--- src/rtl/cln_defs.svh ---
// Constants for the copper link negotiation and crossover controller
`ifndef CLN_DEFS_SVH
`define CLN_DEFS_SVH

`define CLN_CLK_HZ       32'h017D_7840
`define CLN_DOWN_SEC     32'h0000_0004
`define CLN_DOWN_CYC     (`CLN_DOWN_SEC * `CLN_CLK_HZ)
`define CLN_SLOT_MS      32'h0000_003E
`define CLN_MS_PER_S     32'h0000_03E8
`define CLN_SLOT_CYC     (`CLN_SLOT_MS * `CLN_CLK_HZ / `CLN_MS_PER_S)

`define CLN_OFF_CTRL     8'h00
`define CLN_OFF_ADV      8'h04
`define CLN_OFF_STAT     8'h08

`define CLN_CTRL_AN      0
`define CLN_CTRL_SPD100  1
`define CLN_CTRL_FULL    2
`define CLN_CTRL_MDIX    3
`define CLN_CTRL_RST     4'h9

`define CLN_AB_10HD      0
`define CLN_AB_10FD      1
`define CLN_AB_100HD     2
`define CLN_AB_100FD     3
`define CLN_ADV_RST      4'hF

`define CLN_LFSR_SEED    8'h01
`define CLN_SYNC_W       9

`endif

--- src/rtl/cln_pkg.sv ---
// Types shared by the link negotiation controller
package cln_pkg;
    typedef enum logic [4:0] {
        S_AN_WAIT   = 5'h01,
        S_AN_UP     = 5'h02,
        S_FORCED    = 5'h04,
        S_FORCED_UP = 5'h08,
        S_TEMP_AN   = 5'h10
    } cln_state_t;
endpackage : cln_pkg

--- src/rtl/cln_sat_timer.sv ---
// Saturating interval counter with synchronous clear
module cln_sat_timer #(
    parameter int LIMIT = 1
) (
    input  wire logic ref_clk,
    input  wire logic resetn,
    input  wire logic clear,
    output logic      done
);
    localparam int W = $clog2(LIMIT + 1);

    if (LIMIT < 1) begin : g_bad_limit
        $error("cln_sat_timer: LIMIT must be at least one");
    end

    logic [W-1:0] cnt_reg;
    logic [W-1:0] cnt_next;

    assign done = (cnt_reg == W'(LIMIT));

    always_comb begin
        if (clear) begin
            cnt_next = '0;
        end else if (done) begin
            cnt_next = cnt_reg;
        end else begin
            cnt_next = cnt_reg + W'(1);
        end
    end

    always_ff @(posedge ref_clk) begin
        if (!resetn) begin
            cnt_reg <= '0;
        end else begin
            cnt_reg <= cnt_next;
        end
    end
endmodule : cln_sat_timer

--- src/rtl/cln_link_ctrl.sv ---
// Copper link negotiation, crossover and forced-mode fallback with AHB regs
//
// The placing of the registers and register access over AHB-Lite were decided locally.
`include "cln_defs.svh"

// Functional notes
// - Each of the four advertised abilities is a separate writable bit.
// - Negotiation picks the best speed and duplex both ends advertise.
// - Negotiation starts unswapped: transmit on transmit pair.
// - Pairs swap when needed so transmitter reaches partner receiver.
// - Random swap timing leaves exactly one crossover-capable end swapped.
// - Pair swaps are corrected internally at 100 Mb/s without software.
// - Negotiation may be off with forced speed; crossover stays available.
// - Forced link down four seconds enables temporary negotiation (only with crossover enabled).
// - Link pulses or idles during temporary negotiation restore forced mode.
module cln_link_ctrl
    import cln_pkg::*;
#(
    parameter int DOWN_CYCLES = `CLN_DOWN_CYC,
    parameter int SLOT_CYCLES = `CLN_SLOT_CYC
) (
    input  wire logic               ref_clk,
    input  wire logic               resetn,
    input  wire logic               hsel,
    input  wire logic [31:0]        haddr,
    input  wire logic [1:0]         htrans,
    input  wire logic               hwrite,
    input  wire logic [2:0]         hsize,
    input  wire logic [31:0]        hwdata,
    input  wire logic               hready,
    output logic      [31:0]        hrdata,
    output logic                    hreadyout,
    output logic                    hresp,
    input  wire logic [3:0]         lp_abil_pin,
    input  wire logic               lp_page_pin,
    input  wire logic               link_ok_pin,
    input  wire logic               rx_energy_pin,
    input  wire logic               link_pulse_pin,
    input  wire logic               idle100_pin,
    output logic                    mdix_sel,
    output logic                    an_active,
    output logic                    phy_speed100,
    output logic                    phy_full,
    output logic                    st_link,
    output logic                    st_speed100,
    output logic                    st_full,
    output logic                    st_mdix,
    output cln_pkg::cln_state_t     fsm_state
);
    import cln_pkg::*;

    // Pin synchroniser; ability bits are qualified by the page flag
    logic [`CLN_SYNC_W-1:0] sync1_reg;
    logic [`CLN_SYNC_W-1:0] sync2_reg;
    logic [3:0]             lp_abil_s;
    logic                   lp_page_s;
    logic                   link_ok_s;
    logic                   rx_energy_s;
    logic                   link_pulse_s;
    logic                   idle100_s;

    always_ff @(posedge ref_clk) begin
        if (!resetn) begin
            sync1_reg <= '0;
            sync2_reg <= '0;
        end else begin
            sync1_reg <= {lp_abil_pin, lp_page_pin, link_ok_pin,
                          rx_energy_pin, link_pulse_pin, idle100_pin};
            sync2_reg <= sync1_reg;
        end
    end
    assign {lp_abil_s, lp_page_s, link_ok_s,
            rx_energy_s, link_pulse_s, idle100_s} = sync2_reg;

    // Bus slave: zero wait states, read data captured in address phase
    logic        dp_wr_reg;
    logic        dp_wr_next;
    logic [7:0]  dp_addr_reg;
    logic [7:0]  dp_addr_next;
    logic [31:0] hrdata_reg;
    logic [31:0] hrdata_next;
    logic [3:0]  ctrl_reg;
    logic [3:0]  ctrl_next;
    logic [3:0]  adv_reg;
    logic [3:0]  adv_next;
    logic        ap_valid;
    logic [31:0] rd_word;

    assign ap_valid  = hsel && htrans[1] && hready;
    assign hreadyout = 1'b1;
    assign hresp     = 1'b0;
    assign hrdata    = hrdata_reg;

    always_comb begin
        case (haddr[7:0])
            `CLN_OFF_CTRL: rd_word = {28'h000_0000, ctrl_reg};
            `CLN_OFF_ADV:  rd_word = {28'h000_0000, adv_reg};
            `CLN_OFF_STAT: rd_word = {22'h00_0000, an_active, fsm_state,
                                      st_mdix, st_full, st_speed100, st_link};
            default:       rd_word = 32'h0000_0000;
        endcase
        dp_wr_next   = ap_valid && hwrite;
        dp_addr_next = ap_valid ? haddr[7:0] : dp_addr_reg;
        hrdata_next  = (ap_valid && !hwrite) ? rd_word : hrdata_reg;
        ctrl_next    = ctrl_reg;
        adv_next     = adv_reg;
        if (dp_wr_reg && dp_addr_reg == `CLN_OFF_CTRL) begin
            ctrl_next = hwdata[3:0];
        end
        if (dp_wr_reg && dp_addr_reg == `CLN_OFF_ADV) begin
            adv_next = hwdata[3:0];
        end
    end

    always_ff @(posedge ref_clk) begin
        if (!resetn) begin
            dp_wr_reg   <= 1'b0;
            dp_addr_reg <= 8'h00;
            hrdata_reg  <= 32'h0000_0000;
            ctrl_reg    <= `CLN_CTRL_RST;
            adv_reg     <= `CLN_ADV_RST;
        end else begin
            dp_wr_reg   <= dp_wr_next;
            dp_addr_reg <= dp_addr_next;
            hrdata_reg  <= hrdata_next;
            ctrl_reg    <= ctrl_next;
            adv_reg     <= adv_next;
        end
    end

    logic an_en;
    logic cfg_spd100;
    logic cfg_full;
    logic mdix_en;
    assign an_en      = ctrl_reg[`CLN_CTRL_AN];
    assign cfg_spd100 = ctrl_reg[`CLN_CTRL_SPD100];
    assign cfg_full   = ctrl_reg[`CLN_CTRL_FULL];
    assign mdix_en    = ctrl_reg[`CLN_CTRL_MDIX];

    // Highest shared mode: {found, speed100, full}
    function automatic logic [2:0] pick_mode(input logic [3:0] c);
        if (c[`CLN_AB_100FD]) begin
            pick_mode = 3'h7;
        end else if (c[`CLN_AB_100HD]) begin
            pick_mode = 3'h6;
        end else if (c[`CLN_AB_10FD]) begin
            pick_mode = 3'h5;
        end else if (c[`CLN_AB_10HD]) begin
            pick_mode = 3'h4;
        end else begin
            pick_mode = 3'h0;
        end
    endfunction : pick_mode

    logic [2:0] highest_shared_mode;
    assign highest_shared_mode = pick_mode(adv_reg & lp_abil_s);

    // Down interval and crossover slot timers
    logic down_done;
    logic slot_done;
    logic hunting;
    cln_sat_timer #(.LIMIT(DOWN_CYCLES)) u_down (
        .ref_clk (ref_clk),
        .resetn  (resetn),
        .clear   (fsm_state != S_FORCED || link_ok_s),
        .done    (down_done)
    );
    cln_sat_timer #(.LIMIT(SLOT_CYCLES)) u_slot (
        .ref_clk (ref_clk),
        .resetn  (resetn),
        .clear   (slot_done || !hunting),
        .done    (slot_done)
    );

    // Link state and held status
    cln_state_t state_reg;
    cln_state_t state_next;
    logic [3:0] stat_reg;
    logic [3:0] stat_next;
    logic [1:0] phy_reg;
    logic [1:0] phy_next;
    logic       mdix_reg;
    logic       mdix_next;
    logic [7:0] lfsr_reg;
    logic [7:0] lfsr_next;

    always_comb begin
        state_next = state_reg;
        stat_next  = stat_reg;
        phy_next   = phy_reg;
        case (state_reg)
            S_AN_WAIT: begin
                phy_next = 2'h0;
                if (!an_en) begin
                    state_next = S_FORCED;
                end else if (lp_page_s && link_ok_s
                             && highest_shared_mode[2]) begin
                    state_next = S_AN_UP;
                    phy_next   = highest_shared_mode[1:0];
                    stat_next  = {mdix_reg, highest_shared_mode[0],
                                  highest_shared_mode[1], 1'b1};
                end
            end
            S_AN_UP, S_FORCED_UP: begin
                if (an_en != (state_reg == S_AN_UP) || !link_ok_s) begin
                    state_next = an_en ? S_AN_WAIT : S_FORCED;
                    stat_next  = 4'h0;
                end
            end
            S_FORCED: begin
                phy_next = {cfg_spd100, cfg_full};
                if (an_en) begin
                    state_next = S_AN_WAIT;
                end else if (link_ok_s) begin
                    state_next = S_FORCED_UP;
                    stat_next  = {mdix_reg, cfg_full,
                                  cfg_spd100, 1'b1};
                end else if (down_done && mdix_en) begin
                    state_next = S_TEMP_AN;
                end
            end
            S_TEMP_AN: begin
                if (an_en) begin
                    state_next = S_AN_WAIT;
                end else if (link_pulse_s || idle100_s) begin
                    state_next = S_FORCED;
                end
            end
            default: begin
                state_next = S_AN_WAIT;
                stat_next  = 4'h0;
            end
        endcase
    end

    // Crossover hunt: random slot decisions break symmetry with a like end
    assign hunting = mdix_en && !rx_energy_s
                     && (state_reg inside {S_AN_WAIT, S_FORCED, S_TEMP_AN});

    always_comb begin
        lfsr_next = {lfsr_reg[6:0],
                     lfsr_reg[7] ^ lfsr_reg[5] ^ lfsr_reg[4] ^ lfsr_reg[3]};
        mdix_next = mdix_reg;
        if (!mdix_en) begin
            mdix_next = 1'b0;
        end else if (hunting && slot_done && lfsr_reg[0]) begin
            mdix_next = !mdix_reg;
        end
    end

    always_ff @(posedge ref_clk) begin
        if (!resetn) begin
            state_reg <= S_AN_WAIT;
            stat_reg  <= 4'h0;
            phy_reg   <= 2'h0;
            mdix_reg  <= 1'b0;
            lfsr_reg  <= `CLN_LFSR_SEED;
        end else begin
            state_reg <= state_next;
            stat_reg  <= stat_next;
            phy_reg   <= phy_next;
            mdix_reg  <= mdix_next;
            lfsr_reg  <= lfsr_next;
        end
    end

    assign fsm_state = state_reg;
    assign mdix_sel  = mdix_reg;
    assign an_active = (state_reg inside {S_AN_WAIT, S_AN_UP, S_TEMP_AN});
    assign {phy_speed100, phy_full} = phy_reg;
    assign {st_mdix, st_full, st_speed100, st_link} = stat_reg;
endmodule : cln_link_ctrl

--- config.mk ---
export PLATFORM = sky130hd
export DESIGN_NAME = cln_link_ctrl
export DESIGN_NICKNAME = d
export VERILOG_FILES = /design/src/rtl/cln_pkg.sv /design/src/rtl/cln_sat_timer.sv /design/src/rtl/cln_link_ctrl.sv
export VERILOG_INCLUDE_DIRS = /design/src /design/src/rtl
export SDC_FILE = /design/constraint.sdc
export NUM_CORES = 1
export LEC_CHECK = 0
export ABC_AREA = 1
export BUFFER_PORTS_ARGS = -buffer_cell sky130_fd_sc_hd__buf_2
export CAP_MARGIN = 20
export CORE_ASPECT_RATIO = 0.6
export CORE_UTILIZATION = 25
export DETAILED_ROUTE_END_ITERATION = 8
export SLEW_MARGIN = 10
export SYNTH_ARGS = -nofsm -noshare
export SYNTH_HDL_FRONTEND = slang
export SYNTH_SLANG_ARGS = --single-unit
--- constraint.sdc ---
create_clock -name ref_clk -period 1.6 [get_ports ref_clk]
set_clock_uncertainty 0.1 [all_clocks]
set_input_delay 0.16 -clock ref_clk [delete_from_list [all_inputs] [get_ports ref_clk]]
set_output_delay 0.16 -clock ref_clk [all_outputs]
set_load 0.005 [all_outputs]
After elaboration in Yosys (flattened, before gate mapping)
Cells that the tools add are included.
- output and inout port bits: 47
- bits of input ports: 83
- bits in registers: 135
- multiplexer cells: 24
- reduce and logical (&&, ||, !) cells: 33
- equal/unequal tests: 20
- bitwise operators: 6
- add/sub/neg operators: 2
- operators with widths (cell ; count):
    $mux 5 ; 8
    $pmux 10 s3 ; 1
    $add 27x1->27 const B ; 1
    $eq 27x27->1 const B ; 1
    $add 21x1->21 const B ; 1
    $eq 21x21->1 const B ; 1
    $mux 4 ; 5
    $pmux 5 s4 ; 1
    $eq 8x3->1 const B ; 2
    $logic_not 8->1 ; 2
    $pmux 4 s4 ; 1
    $mux 3 ; 5
    $logic_and 1x1->1 ; 13
    $ne 2x2->1 const B ; 5
    $eq 8x4->1 const B ; 1
    $ne 3x3->1 const B ; 2
    $reduce_and 6->1 ; 1
    $reduce_bool 3->1 ; 2
    $reduce_or 2->1 ; 3
    $eq 5x1->1 const B ; 1
    $eq 5x2->1 const B ; 1
    $eq 5x3->1 const B ; 1
    $eq 5x4->1 const B ; 1
    $eq 5x5->1 const B ; 1
    13 further kinds ; 24

Logic depth before layout (Yosys ltp)
- depth after elaboration: 9
- depth in mapped cells: 12

Hierarchy
Synthesis repeated with hierarchy kept, for this count alone.
- cell total of the unflattened synthesis: 878
- area, all modules: 5926.9 um^2
- by module, submodules not included (module ; seq. area each (um^2) ; instances ; area an instance (um^2) ; cells each):
    cln_link_ctrl ; 1301.2 ; 1 ; 2977.9 ; 401
    cln_sat_timer at u_down ; 540.5 ; 1 ; 1755.4 ; 294
    cln_sat_timer at u_slot ; 420.4 ; 1 ; 1193.6 ; 183

Least setup slack after synthesis
Ideal clock, no wire load.
- path kind: reg-to-reg
- start: reg u_slot.cnt_reg[0]
- end: reg u_slot.cnt_reg[18]
- buffers on the path: 0
- library setup time: 115 ps
- cell stages (with the launch flop): 11
- path slack: 24 ps
- data arrival time: 1361 ps
- period minus slack after synthesis: 1576 ps
- cells stage by stage: dfxtp_1 > ha_1 > nand3_2 > nor2_4 > nand2_2 > nor2_4 > nand2_2 > nor2_1 > nand3_1 > nand2_1 > nor2_1
- word-level cells in the longest chain between the ends: 3
- elaborated cells on any way between the ends: 4
- ends and longest elaborated chain (element ; RTL line ; text):
    start, declared ; cln_sat_timer.sv:16 ; logic [W-1:0] cnt_reg;
    start signal, assigned ; cln_sat_timer.sv:35 ; cnt_reg <= cnt_next;
    parallel branches: the longest is 3 deep, another holds $add 21x1->21 ; -- ;
Parallel ways; which one is timed is not known.
A chain may end at the register's enable or synchronous reset.

Final worst setup path
- start: reg u_down.cnt_reg[0]
- end: reg u_down.cnt_reg[21]
- word-level cells in the longest chain between the ends: 1
- elaborated cells on any way between the ends: 2
- ends and longest elaborated chain (element ; RTL line):
    start, declared ; cln_sat_timer.sv:16
    start signal, assigned ; cln_sat_timer.sv:35
    $add 27x1->27 / $eq 27x27->1 (equally long branches) ; cln_sat_timer.sv:27, cln_sat_timer.sv:19
Parallel ways exist; a longest one is shown, timed or not.

==> flow_results.org <==
** Power and ir drop
- Switching share of total power :: 0.324
- Gate power share :: 0.284
- The worst-case IR drop observed on VDD is 0.000909 V.
- Leak Pwr :: 0.00346 uW
- Of the total power, registers draw 0.330.
- The analysis attributes to net switching a power of between 3000 and 4000 uW.
- The share of total power dissipated in the clock network is 0.385.
- The internal power of the cells totals 6410 uW.
- Power spread over the standard cell area amounts to approximately 1200 nW/um^2.

** Clocking
- TritonCTS clock tree :: built
- CTS H-tree depth :: 4
- TritonCTS Sinks :: between 100 and 150
- Clock buffers created by TritonCTS :: 17
- Clk slew on worst S/H paths :: approximately 0.060 ns
- Cell at the root of the clock tree :: sky130_fd_sc_hd__clkbuf_16
- The clock passes through at most 2 buffers.
- Latest clock arrival within the worst-skew pair :: approximately 0.42 ns

** Routing
- Dividing the detail-routed wire length by the instance count gives ~12 um.
- The first routing iteration left ~300 violations.
- Wire length after detailed routing :: 14.9 mm
- Via-to-Cell Ratio :: approximately 4.2
- For this run, design rule violations remaining after detail routing come to 2.
- Vias :: between 5,000 and 6,000
- Detail Route Antenna Nets :: 0
- The first detailed-routing pass took 7 iterations.

** Synthesis
- The Yosys step of the flow raised 0 warnings.
- Averaged over all synthesized cells, the footprint is slightly above 7 um^2.
- Number of flops mapped to enable cells by yosys :: 0
- Netlist area before placement :: ~5500 um^2
- Share of synthesized flip-flops with an asynchronous set or reset :: 0
- Mapped Cells :: ~760
- Proportion of synthesized chip area in sequential cells :: 0.412
- Primary flip-flop cell chosen by synthesis mapping :: sky130_fd_sc_hd__dfxtp_1
- The synthesized design contains around 110 register bits.
- The synthesized netlist contains between 40 and 50 unique library cells.

** Timing
- Count of endpoints failing hold in the final timing report :: 0
- Final Slew Violations :: 0
- Crit path setup slack, layout :: -0.0721 ns
- The worst pin sits at a relative slew slack of 0.630.
- For this run, the top clock speed supported by timing is between 500 and 600 MHz.
- Dividing the final minimum period by the clock period gives 1.05.
- Setup repair after global routing could not meet its margin everywhere.
- Final-report setup violation count :: 24
- Adding up every negative setup slack in the final design gives -0.513 ns.
- Shortest clock period the worst path allows after layout :: 1.67 ns
- Tightest Pin Transition :: about 0.55 ns

** Place
- Pre-CTS worst setup slack :: -0.104 ns
- Sum of net half-perimeters after detailed placement :: between 10 and 15 mm
- Once placement completed, the tool counted placed cells totaling roughly 1,100.
- RePlAce Congestion :: between 0.8 and 0.9
- Buffers added on ports :: 49

** Layout
- Most common cell after layout, fill and taps aside :: sky130_fd_sc_hd__nand2_1
- Leaving out fill and tap cells, the most frequent cells in the layout are 166 x sky130_fd_sc_hd__nand2_1, 99 x sky130_fd_sc_hd__inv_1, 96 x sky130_fd_sc_hd__dfxtp_1.
- Post-layout util :: 0.377
- Filler instances :: 2,176
- Area grow syn2layout :: 46.1%
- The number of antenna diodes in the final layout is 0.
- Final Net Count :: 1,017
- In the final layout, the share of cells above drive strength 1 is 0.343.
- After the flow finishes, the layout carries non-filler instances totaling 1,222.
- The register with the most flip-flops in the layout has 27 of them.

** Global route
- Global routing finished with a remaining overflow of 0.
- For this run, the total global-route usage over all layers was measured as 0.133.
- Via count of the first global-routing pass :: around 4,600
- Antenna violations before repair :: 0
- Global-route wire length before repair :: 23.3 mm
- Entering global routing, the biggest net connects 43 pins.

** Setup path
- The critical path in this run is classified as reg2reg.
- STA classifies the critical path endpoint as a flop.
- CP Data Required Time :: 1.81 ns
- Worst-path fanout max :: 3
- STA puts the critical path data arrival time at roughly 1.9 ns.
- Critical Path Start Type :: flop

** Job
- Across the run, the number of max-cap violations was 0.

** Outcome
- Failing checks :: design-rule violations, negative setup slack
- Run status :: finished with violations

** Floorplanning
- Y dimension of the die :: approximately 120 um
- The die covers approximately 23,000 um^2.
- Horizontal die dimension :: between 150 and 200 um
- IO Count :: between 100 and 150
- After floorplanning, the core was divided into 41 placement rows.
- For this configuration, the core starts out at a cell density of 0.258.
- Core area :: roughly 21,000 um^2

** Hold path
- Type of the most critical hold path :: in2reg
==> routing by layer <==
layer | up-vias | part of all wire | global-route usage
met5 | - | 0 | 0
met4 | 0 | 0.0082 | 0.0368
met3 | 13 | 0.053 | 0.0453
met2 | 94 | 0.41 | 0.183
met1 | 2326 | 0.53 | 0.194
li1 | 2708 | - | -
==> synth_stat cells (8+ instances only) <==
cell type                 number  share of area
sky130_fd_sc_hd__dfxtp_1     113           0.41
sky130_fd_sc_hd__a21oi_1      50          0.046
sky130_fd_sc_hd__nand4_1      15          0.017
sky130_fd_sc_hd__o21ai_0      23          0.021
sky130_fd_sc_hd__buf_4        24          0.033
sky130_fd_sc_hd__nand3_1      36          0.033
sky130_fd_sc_hd__nand3_2      10          0.018
sky130_fd_sc_hd__nor3_1       17          0.015
sky130_fd_sc_hd__nor2_2        8         0.0091
sky130_fd_sc_hd__nand2_1     179           0.12
sky130_fd_sc_hd__nor2_1       79          0.054
sky130_fd_sc_hd__nand2_2       9          0.010
sky130_fd_sc_hd__inv_1       104          0.071
==> worst max-delay path, cell delays in order, from the launching register on <==
cell and delay, ns:
sky130_fd_sc_hd__dfxtp_4 0.38, sky130_fd_sc_hd__inv_4 0.05, sky130_fd_sc_hd__nor3_4 0.28, sky130_fd_sc_hd__nand2_2 0.12, sky130_fd_sc_hd__nor2_4 0.15, sky130_fd_sc_hd__buf_4 0.14
sky130_fd_sc_hd__nand2_4 0.06, sky130_fd_sc_hd__nor2_4 0.11, sky130_fd_sc_hd__nand3_1 0.07, sky130_fd_sc_hd__nand2_1 0.07, sky130_fd_sc_hd__nor2_1 0.04
==> power by group through the flow <==
| stage | logic [uW] | registers (uW) | clock network [uW] |
|---|---|---|---|
| 3_5_place_dp | 2070 | 3140 | 0 |
| 4_1_cts | 2380 | 3090 | 3730 |
| 3_3_place_gp | 2060 | 3140 | 0 |
| 5_1_grt | 2960 | 3150 | 3880 |
| 2_1_floorplan | 1180 | 3130 | 0 |
| 6_report | 2690 | 3130 | 3650 |
==> cell families after synthesis <==
kind of cell | synth area share
other | 0.00137
DFF | 0.412
and+or+nand+nor | 0.344
adders and majority gates | 0.00911
xor gates and xnor gates | 0.0175
AOI/OAI and AO/OA | 0.0955
buffers and inverters | 0.121
==> through the flow <==
stage	total power, uW	instance area (um^2)	hold WS [ns]
2_1_floorplan	4310	5570	0.158
3_3_place_gp	5200	6560	0.241
3_5_place_dp	5210	6560	0.244
4_1_cts	9200	7540	0.000299
5_1_grt	10000	8030	0.0150
6_report	9480	8030	0.0192
==> worst paths after layout <==
kind / endpoint / slack [ns] / startpoint / cells past startpoint
hold / removal: fsm_state[0] / 0.02 / resetn / 2
hold reg to reg: sync2_reg[4] / 0.31 / sync1_reg[4] / 2
setup / recovery: u_down.cnt_reg[21] / -0.07 / u_down.cnt_reg[0] / 10
setup reg to reg: u_down.cnt_reg[21] / -0.07 / u_down.cnt_reg[0] / 10
==> what timing repair did <==
item | CTS | global route
hold buffers | 21 | 0
endpoints found under the hold margin | 25 | 0
gates resized for setup | 42 | 105
pin swaps | 18 | 38
endpoints found under the setup margin | 30 | 54
setup buffers | 8 | 13
==> area by class of cell <==
type	instances	area, um^2	share of cell area
clock inverters	14	130	0.0162
inverters	111	433	0.0539
clock buffers	18	439	0.0547
multi-input cells	520	3080	0.384
well taps	279	349	0.0435
flip-flops and latches	113	2300	0.287
repair buffers	167	1290	0.161
Note: power is estimated with default switching activity, not from simulation.
